[src/verilog/asp_pkg.sv]
// Package: register map, field positions and timing for the serial port control block
package asp_pkg;
   // ****************************************
   // Register map (byte addresses)
   // ****************************************
   localparam logic [3:0] ADR_CTRL_ONE = 4'h0;
   localparam logic [3:0] ADR_CTRL_TWO = 4'h4;
   localparam logic [3:0] ADR_DATA = 4'h8;
   localparam logic [3:0] ADR_STATUS = 4'hC;
   // serial_control_one fields
   localparam int C1_LOOP = 7;
   localparam int C1_ENABLE = 6;
   localparam int C1_TRANSMIT_INVERT = 5;
   localparam int C1_MODE = 4;
   localparam int C1_WAKE = 3;
   localparam int C1_IDLETY = 2;
   localparam int C1_PAREN = 1;
   localparam int C1_PARTY = 0;
   // serial_control_two fields
   localparam int C2_TXEIE = 7;
   localparam int C2_TX_COMPLETE_IRQ_ENABLE = 6;
   localparam int C2_RXFIE = 5;
   localparam int C2_IDLEIE = 4;
   localparam int C2_TXEN = 3;
   localparam int C2_RXEN = 2;
   localparam int C2_STBY = 1;
   localparam int C2_BREAK = 0;
   // Status fields
   localparam int ST_TXE = 7;
   localparam int ST_TC = 6;
   localparam int ST_RXF = 5;
   localparam int ST_IDLE = 4;
   localparam int ST_PERR = 1;
   localparam int ST_FERR = 0;
   localparam logic [7:0] CTRL_RESET = 8'h00;
   // ****************************************
   // Frame and timing
   // ****************************************
   localparam logic [3:0] FRAME_SHORT = 4'hA;
   localparam logic [3:0] FRAME_LONG = 4'hB;
   localparam int CLK_HZ = 25000000;
   localparam int BAUD_HZ = 9600;
   localparam int BIT_CYCLES_INT = CLK_HZ / BAUD_HZ;
   localparam logic [15:0] BIT_CYCLES = 16'(BIT_CYCLES_INT);
   localparam logic [15:0] HALF_BIT = 16'(BIT_CYCLES_INT / 2);
   typedef enum logic [0:0] {TX_IDLE, TX_SEND} asp_tx_type;
   typedef enum logic [1:0] {RX_IDLE, RX_START, RX_DATA} asp_rx_type;
endpackage : asp_pkg
[src/verilog/asp_control.sv]
// Module: serial port control, transmitter and receiver behind a Wishbone slave
//
// Behaviour
// - While enabled, the transmit pin is always driven as an output.
// - While enabled, the receive pin is always an input, direction ignored.
// - Loop mode feeds transmitter output to receiver; software enables both.
// - Module enable runs port and baud; clearing sets empty/complete, masks tx irq.
// - Invert bit flips every transmitted level including idle and break.
// - Character length bit picks 8 or 9 data bits; 10 or 11 bit frames.
// - Parity sits in the top data position; type ignored when parity off.
// - Parity type one is odd, zero is even, on send and receive.
// - Parity type changes mid-frame may yield parity errors; change when quiet.
// - Wake bit one means address mark, zero means idle line.
// - Idle count of ones starts after stop bit or after start bit.
// - Transmitter empty raises tx request only when its enable is set.
// - Transmission complete raises tx request only when its enable is set.
// - Receiver full raises rx request only when its enable is set.
// - Idle flag raises rx request only when its enable is set.
// - Setting transmitter enable sends one all-ones preamble frame.
// - Clearing transmitter enable finishes current frame then idles high.
// - Clear then set of transmitter enable mid-frame queues one idle frame.
// - Receiver enable gates reception; clearing keeps receiver flags.
// - Standby bit masks rx requests; hardware clears it on wake condition.
// - Break pulse sends one break then a single one; held sends back to back.
// - Address wake sets receiver full; idle wake sets neither idle nor full.
//
// The Wishbone register port and the register addresses were chosen for this implementation.
`timescale 1ns/100ps
module asp_control
   import asp_pkg::*;
(
   input wire logic core_clk,
   input wire logic srst,
   input wire logic [3:0] adr_i,
   input wire logic [31:0] dat_i,
   output logic [31:0] dat_o,
   input wire logic we_i,
   input wire logic [3:0] sel_i,
   input wire logic stb_i,
   input wire logic cyc_i,
   output logic ack_o,
   input wire logic transmitPinDirection,
   input wire logic transmitPortData,
   input wire logic receivePinDirection,
   input wire logic receivePortData,
   output logic transmitPinOut,
   output logic transmitPinOe,
   input wire logic receivePinIn,
   output logic receivePinOut,
   output logic receivePinOe,
   output logic txIrq,
   output logic rxIrq
);
   // ****************************************
   // Helpers
   // ****************************************
   // Frame length in bits from the character length bit
   function automatic logic [3:0] frameLen(input logic m);
      frameLen = m ? FRAME_LONG : FRAME_SHORT;
   endfunction : frameLen
   // Parity of the data bits below the parity slot
   function automatic logic parityOf(input logic [8:0] d, input logic m, input logic odd);
      logic p;
      p = m ? ^d[7:0] : ^d[6:0];
      parityOf = p ^ odd;
   endfunction : parityOf

   logic [7:0] ctrlOne_r;
   logic [7:0] ctrlTwo_r;
   logic ackR;
   logic access;
   logic wrOne, wrTwo, wrData, rdData;
   logic enable, modeLong;
   logic rxSync1_r, rxSync2_r;
   logic txBit;
   logic rxLine;

   assign enable = ctrlOne_r[C1_ENABLE];
   assign modeLong = ctrlOne_r[C1_MODE];
   assign access = cyc_i & stb_i & ~ackR;
   assign wrOne = access & we_i & sel_i[0] & (adr_i == ADR_CTRL_ONE);
   assign wrTwo = access & we_i & sel_i[0] & (adr_i == ADR_CTRL_TWO);
   assign wrData = access & we_i & sel_i[0] & (adr_i == ADR_DATA);
   assign rdData = access & ~we_i & (adr_i == ADR_DATA);

   // ****************************************
   // Pins
   // ****************************************
   // Port direction only counts while the serial port is off
   assign transmitPinOe = enable | transmitPinDirection;
   assign transmitPinOut = enable ? (txBit ^ ctrlOne_r[C1_TRANSMIT_INVERT])
                                  : transmitPortData;
   assign receivePinOe = ~enable & receivePinDirection;
   assign receivePinOut = receivePortData;

   // Receive pin synchroniser, first stage feeds only the second
   always_ff @(posedge core_clk) begin
      rxSync1_r <= receivePinIn;
      rxSync2_r <= rxSync1_r;
   end
   // Loop mode cuts the pin off and listens to the raw transmitter
   assign rxLine = ctrlOne_r[C1_LOOP] ? txBit : rxSync2_r;

   // ****************************************
   // Wishbone slave
   // ****************************************
   logic [8:0] txData_r, rxData_r;
   logic txEmpty_r, txDone_r, rxFull_r, idle_r, parErr_r, frmErr_r;
   logic wakeClear;

   // One wait state; ack drops the cycle after it is given
   always_ff @(posedge core_clk) begin
      if (srst) ackR <= 1'b0;
      else ackR <= access;
   end
   assign ack_o = ackR;

   // Read data captured with ack, unmapped reads return zero
   always_ff @(posedge core_clk) begin
      if (srst) dat_o <= 32'h0000_0000;
      else if (access & ~we_i) begin
         case (adr_i)
            ADR_CTRL_ONE: dat_o <= {24'h00_0000, ctrlOne_r};
            ADR_CTRL_TWO: dat_o <= {24'h00_0000, ctrlTwo_r};
            ADR_DATA: dat_o <= {23'h00_0000, rxData_r};
            ADR_STATUS: dat_o <= {24'h00_0000, txEmpty_r, txDone_r, rxFull_r, idle_r,
                                  2'b00, parErr_r, frmErr_r};
            default: dat_o <= 32'h0000_0000;
         endcase
      end
   end
   // Control register one
   always_ff @(posedge core_clk) begin
      if (srst) ctrlOne_r <= CTRL_RESET;
      else if (wrOne) ctrlOne_r <= dat_i[7:0];
   end
   // Control register two; transmitter and receiver enables frozen while the port is off
   always_ff @(posedge core_clk) begin
      if (srst) ctrlTwo_r <= CTRL_RESET;
      else begin
         if (wrTwo) begin
            ctrlTwo_r[C2_TXEIE] <= dat_i[C2_TXEIE];
            ctrlTwo_r[C2_TX_COMPLETE_IRQ_ENABLE] <= dat_i[C2_TX_COMPLETE_IRQ_ENABLE];
            ctrlTwo_r[C2_RXFIE] <= dat_i[C2_RXFIE];
            ctrlTwo_r[C2_IDLEIE] <= dat_i[C2_IDLEIE];
            ctrlTwo_r[C2_BREAK] <= dat_i[C2_BREAK];
            if (enable) begin
               ctrlTwo_r[C2_TXEN] <= dat_i[C2_TXEN];
               ctrlTwo_r[C2_RXEN] <= dat_i[C2_RXEN];
            end
         end
         // Hardware wake beats a same-cycle software write
         if (wakeClear) ctrlTwo_r[C2_STBY] <= 1'b0;
         else if (wrTwo) ctrlTwo_r[C2_STBY] <= dat_i[C2_STBY];
      end
   end

   // ****************************************
   // Transmitter
   // ****************************************
   asp_tx_type txState_r;
   logic [10:0] txShift_r;
   logic [3:0] txBits_r;
   logic [15:0] txDiv_r;
   logic preamblePend_r;
   logic txBreakSent_r;
   logic txTick;
   logic txEnable;
   logic loadFrame;

   assign txEnable = ctrlTwo_r[C2_TXEN];
   assign txTick = (txDiv_r == BIT_CYCLES - 16'h0001);
   assign loadFrame = enable & txEnable & ((txState_r == TX_IDLE) | (txTick &&
                      txBits_r == 4'h1));
   assign txBit = (txState_r == TX_SEND) ? txShift_r[0] : 1'b1;
   // Bit divider, only runs while the port is enabled
   always_ff @(posedge core_clk) begin
      if (srst || !enable || txState_r == TX_IDLE) txDiv_r <= 16'h0000;
      else if (txTick) txDiv_r <= 16'h0000;
      else txDiv_r <= txDiv_r + 16'h0001;
   end
   // Enable rising, even mid-frame, queues one idle preamble
   always_ff @(posedge core_clk) begin
      if (srst || !enable) preamblePend_r <= 1'b0;
      else if (wrTwo && dat_i[C2_TXEN] && !txEnable) preamblePend_r <= 1'b1;
      else if (loadFrame) preamblePend_r <= 1'b0;
   end
   // Frame sequencer: preamble, break, trailing one, then data
   always_ff @(posedge core_clk) begin
      if (srst || !enable) begin
         txState_r <= TX_IDLE;
         txShift_r <= 11'h7FF;
         txBits_r <= 4'h0;
         txBreakSent_r <= 1'b0;
      end else if (loadFrame) begin
         if (preamblePend_r) begin
            txState_r <= TX_SEND;
            txShift_r <= 11'h7FF;
            txBits_r <= frameLen(modeLong);
            txBreakSent_r <= 1'b0;
         end else if (ctrlTwo_r[C2_BREAK]) begin
            txState_r <= TX_SEND;
            txShift_r <= 11'h000;
            txBits_r <= frameLen(modeLong);
            txBreakSent_r <= 1'b1;
         end else if (txBreakSent_r) begin
            // A single one after the break marks a clean start bit
            txState_r <= TX_SEND;
            txShift_r <= 11'h7FF;
            txBits_r <= 4'h1;
            txBreakSent_r <= 1'b0;
         end else if (!txEmpty_r) begin
            txState_r <= TX_SEND;
            if (modeLong)
               txShift_r <= {1'b1, ctrlOne_r[C1_PAREN] ?
                  parityOf(txData_r, 1'b1, ctrlOne_r[C1_PARTY]) : txData_r[8],
                  txData_r[7:0], 1'b0};
            else
               txShift_r <= {2'b11, ctrlOne_r[C1_PAREN] ?
                  parityOf(txData_r, 1'b0, ctrlOne_r[C1_PARTY]) : txData_r[7],
                  txData_r[6:0], 1'b0};
            txBits_r <= frameLen(modeLong);
         end else begin
            txState_r <= TX_IDLE;
            txBits_r <= 4'h0;
         end
      end else if (txState_r == TX_SEND && txTick) begin
         txShift_r <= {1'b1, txShift_r[10:1]};
         txBits_r <= txBits_r - 4'h1;
         if (txBits_r == 4'h1) txState_r <= TX_IDLE;
      end
   end
   // Transmit buffer and empty flag; disabling the port sets empty
   always_ff @(posedge core_clk) begin
      if (srst) begin
         txEmpty_r <= 1'b1;
         txData_r <= 9'h000;
      end else if (!enable) txEmpty_r <= 1'b1;
      else if (loadFrame && !preamblePend_r && !ctrlTwo_r[C2_BREAK] && !txBreakSent_r
               && !txEmpty_r) txEmpty_r <= 1'b1;
      else if (wrData) begin
         txEmpty_r <= 1'b0;
         txData_r <= {sel_i[1] & dat_i[8], dat_i[7:0]};
      end
   end
   // Complete when nothing is shifting and nothing is queued
   always_ff @(posedge core_clk) begin
      if (srst) txDone_r <= 1'b1;
      else txDone_r <= !enable | (txState_r == TX_IDLE && txEmpty_r && !txBreakSent_r
                       && !preamblePend_r && !ctrlTwo_r[C2_BREAK]);
   end

   // ****************************************
   // Receiver
   // ****************************************
   asp_rx_type rxState_r;
   logic [15:0] rxDiv_r;
   logic [3:0] rxBits_r;
   logic [9:0] rxShift_r;
   logic [3:0] onesCnt_r;
   logic idleArm_r;
   logic rxTick, rxDone, idleHit, addrMark;
   logic [8:0] rxChar;
   logic rxStop, rxParBad;

   assign rxTick = (rxDiv_r == BIT_CYCLES - 16'h0001);
   assign rxDone = (rxState_r == RX_DATA) && rxTick && (rxBits_r == 4'h1);
   // Last sample is the stop bit, now entering the top of the shifter
   assign rxStop = rxLine;
   assign rxChar = modeLong ? rxShift_r[9:1] : {1'b0, rxShift_r[9:2]};
   assign addrMark = modeLong ? rxChar[8] : rxChar[7];
   assign rxParBad = ctrlOne_r[C1_PAREN] && (parityOf(rxChar, modeLong,
                     ctrlOne_r[C1_PARTY]) != (modeLong ? rxChar[8] : rxChar[7]));
   assign idleHit = (onesCnt_r == frameLen(modeLong) - 4'h1) && rxTick && rxLine
                    && rxState_r == RX_IDLE;
   // Receive bit timer, restarted by a falling edge while idle
   always_ff @(posedge core_clk) begin
      if (srst || !enable || rxTick) rxDiv_r <= 16'h0000;
      else if (rxState_r == RX_IDLE && !rxLine) rxDiv_r <= 16'h0000;
      else if (rxState_r == RX_START && rxDiv_r == HALF_BIT) rxDiv_r <= 16'h0000;
      else rxDiv_r <= rxDiv_r + 16'h0001;
   end
   // Start check at mid-bit, then one sample per bit time
   always_ff @(posedge core_clk) begin
      if (srst || !enable || !ctrlTwo_r[C2_RXEN]) begin
         rxState_r <= RX_IDLE;
         rxBits_r <= 4'h0;
         rxShift_r <= 10'h000;
      end else begin
         case (rxState_r)
            RX_IDLE: if (!rxLine) rxState_r <= RX_START;
            RX_START:
               if (rxDiv_r == HALF_BIT) begin
                  rxState_r <= rxLine ? RX_IDLE : RX_DATA;
                  rxBits_r <= frameLen(modeLong) - 4'h1;
               end
            RX_DATA:
               if (rxTick) begin
                  rxShift_r <= {rxLine, rxShift_r[9:1]};
                  rxBits_r <= rxBits_r - 4'h1;
                  if (rxBits_r == 4'h1) rxState_r <= RX_IDLE;
               end
            default: rxState_r <= RX_IDLE;
         endcase
      end
   end
   // Ones counter; idle type picks whether in-frame ones count
   always_ff @(posedge core_clk) begin
      if (srst || !enable || !ctrlTwo_r[C2_RXEN]) onesCnt_r <= 4'h0;
      else if (rxState_r == RX_START) onesCnt_r <= 4'h0;
      else if (rxState_r == RX_DATA && rxTick) begin
         if (!rxLine || ctrlOne_r[C1_IDLETY]) onesCnt_r <= 4'h0;
         else onesCnt_r <= onesCnt_r + 4'h1;
      end else if (rxState_r == RX_IDLE && rxTick && rxLine) begin
         if (idleHit) onesCnt_r <= 4'h0;
         else onesCnt_r <= onesCnt_r + 4'h1;
      end
   end
   // Wake conditions clear standby
   assign wakeClear = ctrlTwo_r[C2_STBY] & ((ctrlOne_r[C1_WAKE] & rxDone & addrMark)
                      | (~ctrlOne_r[C1_WAKE] & idleHit));

   // Receiver flags; hardware set wins over a same-cycle clearing read
   always_ff @(posedge core_clk) begin
      if (srst) begin
         rxFull_r <= 1'b0;
         idle_r <= 1'b0;
         parErr_r <= 1'b0;
         frmErr_r <= 1'b0;
         rxData_r <= 9'h000;
         idleArm_r <= 1'b0;
      end else begin
         if (rxDone && (!ctrlTwo_r[C2_STBY] || wakeClear)) begin
            rxFull_r <= 1'b1;
            rxData_r <= rxChar;
            parErr_r <= rxParBad;
            frmErr_r <= !rxStop;
            idleArm_r <= 1'b1;
         end else if (rdData) begin
            rxFull_r <= 1'b0;
            parErr_r <= 1'b0;
            frmErr_r <= 1'b0;
         end
         // Idle wake neither flags the idle event nor disarms it
         if (idleHit && idleArm_r && !ctrlTwo_r[C2_STBY]) begin
            idle_r <= 1'b1;
            idleArm_r <= 1'b0;
         end else if (rdData) idle_r <= 1'b0;
      end
   end

   // ****************************************
   // Request outputs
   // ****************************************
   // Port off masks tx requests; standby masks rx requests
   always_ff @(posedge core_clk) begin
      if (srst) begin
         txIrq <= 1'b0;
         rxIrq <= 1'b0;
      end else begin
         txIrq <= enable & ((ctrlTwo_r[C2_TXEIE] & txEmpty_r)
                 | (ctrlTwo_r[C2_TX_COMPLETE_IRQ_ENABLE] & txDone_r));
         rxIrq <= ~ctrlTwo_r[C2_STBY] & ((ctrlTwo_r[C2_RXFIE] & rxFull_r)
                 | (ctrlTwo_r[C2_IDLEIE] & idle_r));
      end
   end
endmodule : asp_control

[config.mk]
export PLATFORM = sky130hd
export DESIGN_NAME = asp_control
export DESIGN_NICKNAME = d
export VERILOG_FILES = /design/src/verilog/asp_pkg.sv /design/src/verilog/asp_control.sv
export SDC_FILE = /design/constraint.sdc
export NUM_CORES = 1
export LEC_CHECK = 0
export ABC_CLOCK_PERIOD_IN_PS = 2950
export BUFFER_PORTS_ARGS = -buffer_cell sky130_fd_sc_hd__buf_4
export CAP_MARGIN = 25
export CORE_ASPECT_RATIO = 1.75
export CORE_MARGIN = 2
export CORE_UTILIZATION = 57
export DETAILED_ROUTE_END_ITERATION = 16
export GPL_ROUTABILITY_DRIVEN = 0
export PLACE_DENSITY = 0.8
export SYNTH_ARGS = -nofsm -noshare
export SYNTH_HDL_FRONTEND = slang
export SYNTH_SLANG_ARGS = --single-unit
[constraint.sdc]
create_clock -name core_clk -period 2.95 [get_ports core_clk]
set_clock_uncertainty 0.05 [all_clocks]
set_input_delay 0.1475 -clock core_clk [delete_from_list [all_inputs] [get_ports core_clk]]
set_output_delay 0.1475 -clock core_clk [all_outputs]
set_load 0.02 [all_outputs]
==> impl_results.md <==
* Area of the mapped netlist at 6110 sq um
* Crit. End Element: register
* Period utilisation layout at 86.64%
* GR Util met1 at 25.78%
* Async SR Flop Fraction at 0%
* CP Data Required Time at 3240 ps
* Final setup fails at 0
* Synth Flop Type: dfxtp_1
* CP Data Arrival Time at 2840 ps
* Initial DRC Count at 348
* CTS Hold Bufs at 10
* Via count at 5090
* Initial Util at 57.79%
* Max Slew Vio Count at 0
* Area delta synth->final at 16.12%
* Yosys top cell by area: dfxtp_1
* Sequential share of the synthesized area at 40.63%
* Met2 Usage GRT at 49.02%
* Clock buffer depth at 2
* Die width at 82.26 um
* Die Y at 141.0 um
* Syn_area_per_cell at 8.691 sq um
* Crit path max fanout at 14
* Fin crit period at 2556 ps
* IO buf count at 38
* Maximum vdd drop at 449.7 uV
* Setup bufs post-CTS at 0
* Antenna violations before repair at 0
* Mapped Cells at 703
* Max Cap Viol at 0
* Yosys warns at 0
* Yosys top cell area share at 40.63%
* Most frequent cell after synthesis: dfxtp_1
* CORE AREA at 10570 sq um
* First-pass GRT wire length at 23560 um
* GR Util met3 at 5.378%
* PnR Total Power at 0.003891 W
* Clk root buf: clkbuf_16
* Max-slew headroom at 46.46%
* Yosys cell types at 63
* Clk pin slew, worst setup/hold paths at 50 ps
* Setup TNS at 0 ps
* Crit Path Category: reg -> reg
* GRT Util Overall at 26.14%
* H-tree depth at 4
* #FFs+latches synth at 124
* EDFF count, synth at 0
* DRC viols at 0
* Max frequency at 391.3 MHz
* Post-layout net count at 805
* Clk_lat worst skew at 410 ps
* Post-CTS sizing at 0
* Ports at 89
* DRT Pass-1 Iters at 5
* Power density over the cells at 548.4 nW/um^2
* Final WS setup at 394.1 ps
* Routed WL at 14480 um
* Placed wire-length estimate at 10370 um
* ANT cells at 0
* Hold_ws at 102.7 ps
* Post-synth top cells: dfxtp_1, nor2_1, nand2_1
* Dpl ws at 395.8 ps
* Num CTS Buffers at 17
* Leak at 2.496 nW
* Status: finished, final reports clean
* Grt ovf at 0
* Avg WL per Cell at 16.29 um
* Vias in the first global route at 5116
* Top cells by area, synth: dfxtp_1, nor2_1, nand2_1, a21oi_1, xnor2_1
* CTS tree: built
* Num rows at 50
* RSZ-0062 raised after global routing: no
* Hold Path Class: in -> reg
* Clock sinks at 124
* Largest net degree at the start of global routing at 52
* Worst Tran Pin Value at 797.0 ps
* Detail Route Antenna Nets at 0
* GRT Max-Usage Layer: met2
* Crit start category: register
* Vias per inst at 5.726
* Final hold vios at 0
* Reg2Reg Setup Slack at 390 ps
* Die area at 11600 sq um
* Fraction of layout cells with a size suffix above 1 at 15.02%
## path summary, 6_finish.rpt
path	from	to	cells past startpoint
max	rxDiv_r[0]$_SDFF_PP0_	rxBits_r[1]$_SDFFE_PP0P_	6
min	stb_i	ack_o$_SDFF_PP0_	3
max reg2reg	rxDiv_r[0]$_SDFF_PP0_	rxBits_r[1]$_SDFFE_PP0P_	6
min reg2reg	rxSync1_r$_DFF_P_	rxSync2_r$_DFF_P_	0
## flip-flops by register name, indices dropped and copies added (netlist names), 2 cells and up
| register | flops |
|---|---|
| rxDiv_r | 16 |
| ctrlTwo_r | 8 |
| dat_o | 9 |
| txData_r | 9 |
| rxShift_r | 9 |
| ctrlOne_r | 8 |
| rxData_r | 9 |
| rxBits_r | 4 |
| txBits_r | 4 |
| txDiv_r | 16 |
| txShift_r | 11 |
| onesCnt_r | 4 |
| rxState_r | 2 |
## layout by cell type (no fill, tap or decap), drive strengths merged, types with 10 or more instances in the layout
cell         count
nor3            19
nand3           24
nand4           12
nor4            10
inv             16
a21oi           51
nor2           106
xor2            23
buf             51
a22oi           11
clkbuf          23
conb            23
xnor2           26
nand2           77
mux2i           21
o21ai           13
dlygate4sd3     11
dfxtp          124
## power breakdown
group	total [W]	switching, W	internal (W)
Clock	0.00209	0.000709	0.00138
Sequential	0.00168	0.00000190	0.00168
Combinational	0.000119	0.0000749	0.0000438
Total	0.00389	0.000785	0.00311
## per-layer routing
metal	part of all wire, %	vias up
li1	-	2470
met4	3.7	0
met2	57	129
met1	36	2449
met5	0	-
met3	3.5	42
## kinds of logic after synthesis
kind of cell             after synthesis  synth area share [%]
AO/OA/AOI/OAI                        104                 10.77
multiplexers                          35                 7.127
AND/OR/NAND/NOR                      305                 25.35
XOR/XNOR                              51                 7.762
adder cells (fa/ha/maj)                8                 1.638
other                                  1               0.06138
flip-flops                           124                 40.63
buffers and inverters                 75                 6.656
## worst max-delay path, cell delays in order (launching register included)
cell and delay [ps]:
dfxtp_1 390, ha_1 230, nand3_1 310, or4_1 880, a221oi_1 430, a21oi_1 90
nor2_1 100
## stage by stage
step                      cell area (sq um)  cells  util (%)
after global placement                 6384    846     60.38
final                                  7094    889     67.10
after CTS                              7084    888     67.01
after detailed placement               6391    847     60.45
after global routing                   7094    889     67.10
after floorplan                        6192    725         -
## final cells by class
| type | count | area [sq um] |
|---|---|---|
| sequential | 124 | 2482 |
| multi-input combinational | 526 | 3303 |
| tap | 130 | 162.7 |
| clock inverter | 8 | 115.1 |
| clock buffer | 23 | 478.0 |
| timing repair buffer | 62 | 493.0 |
| inverter | 16 | 60.06 |
| fill | 850 | 3478 |
No activity file was read; power rests on OpenSTA's default activity.
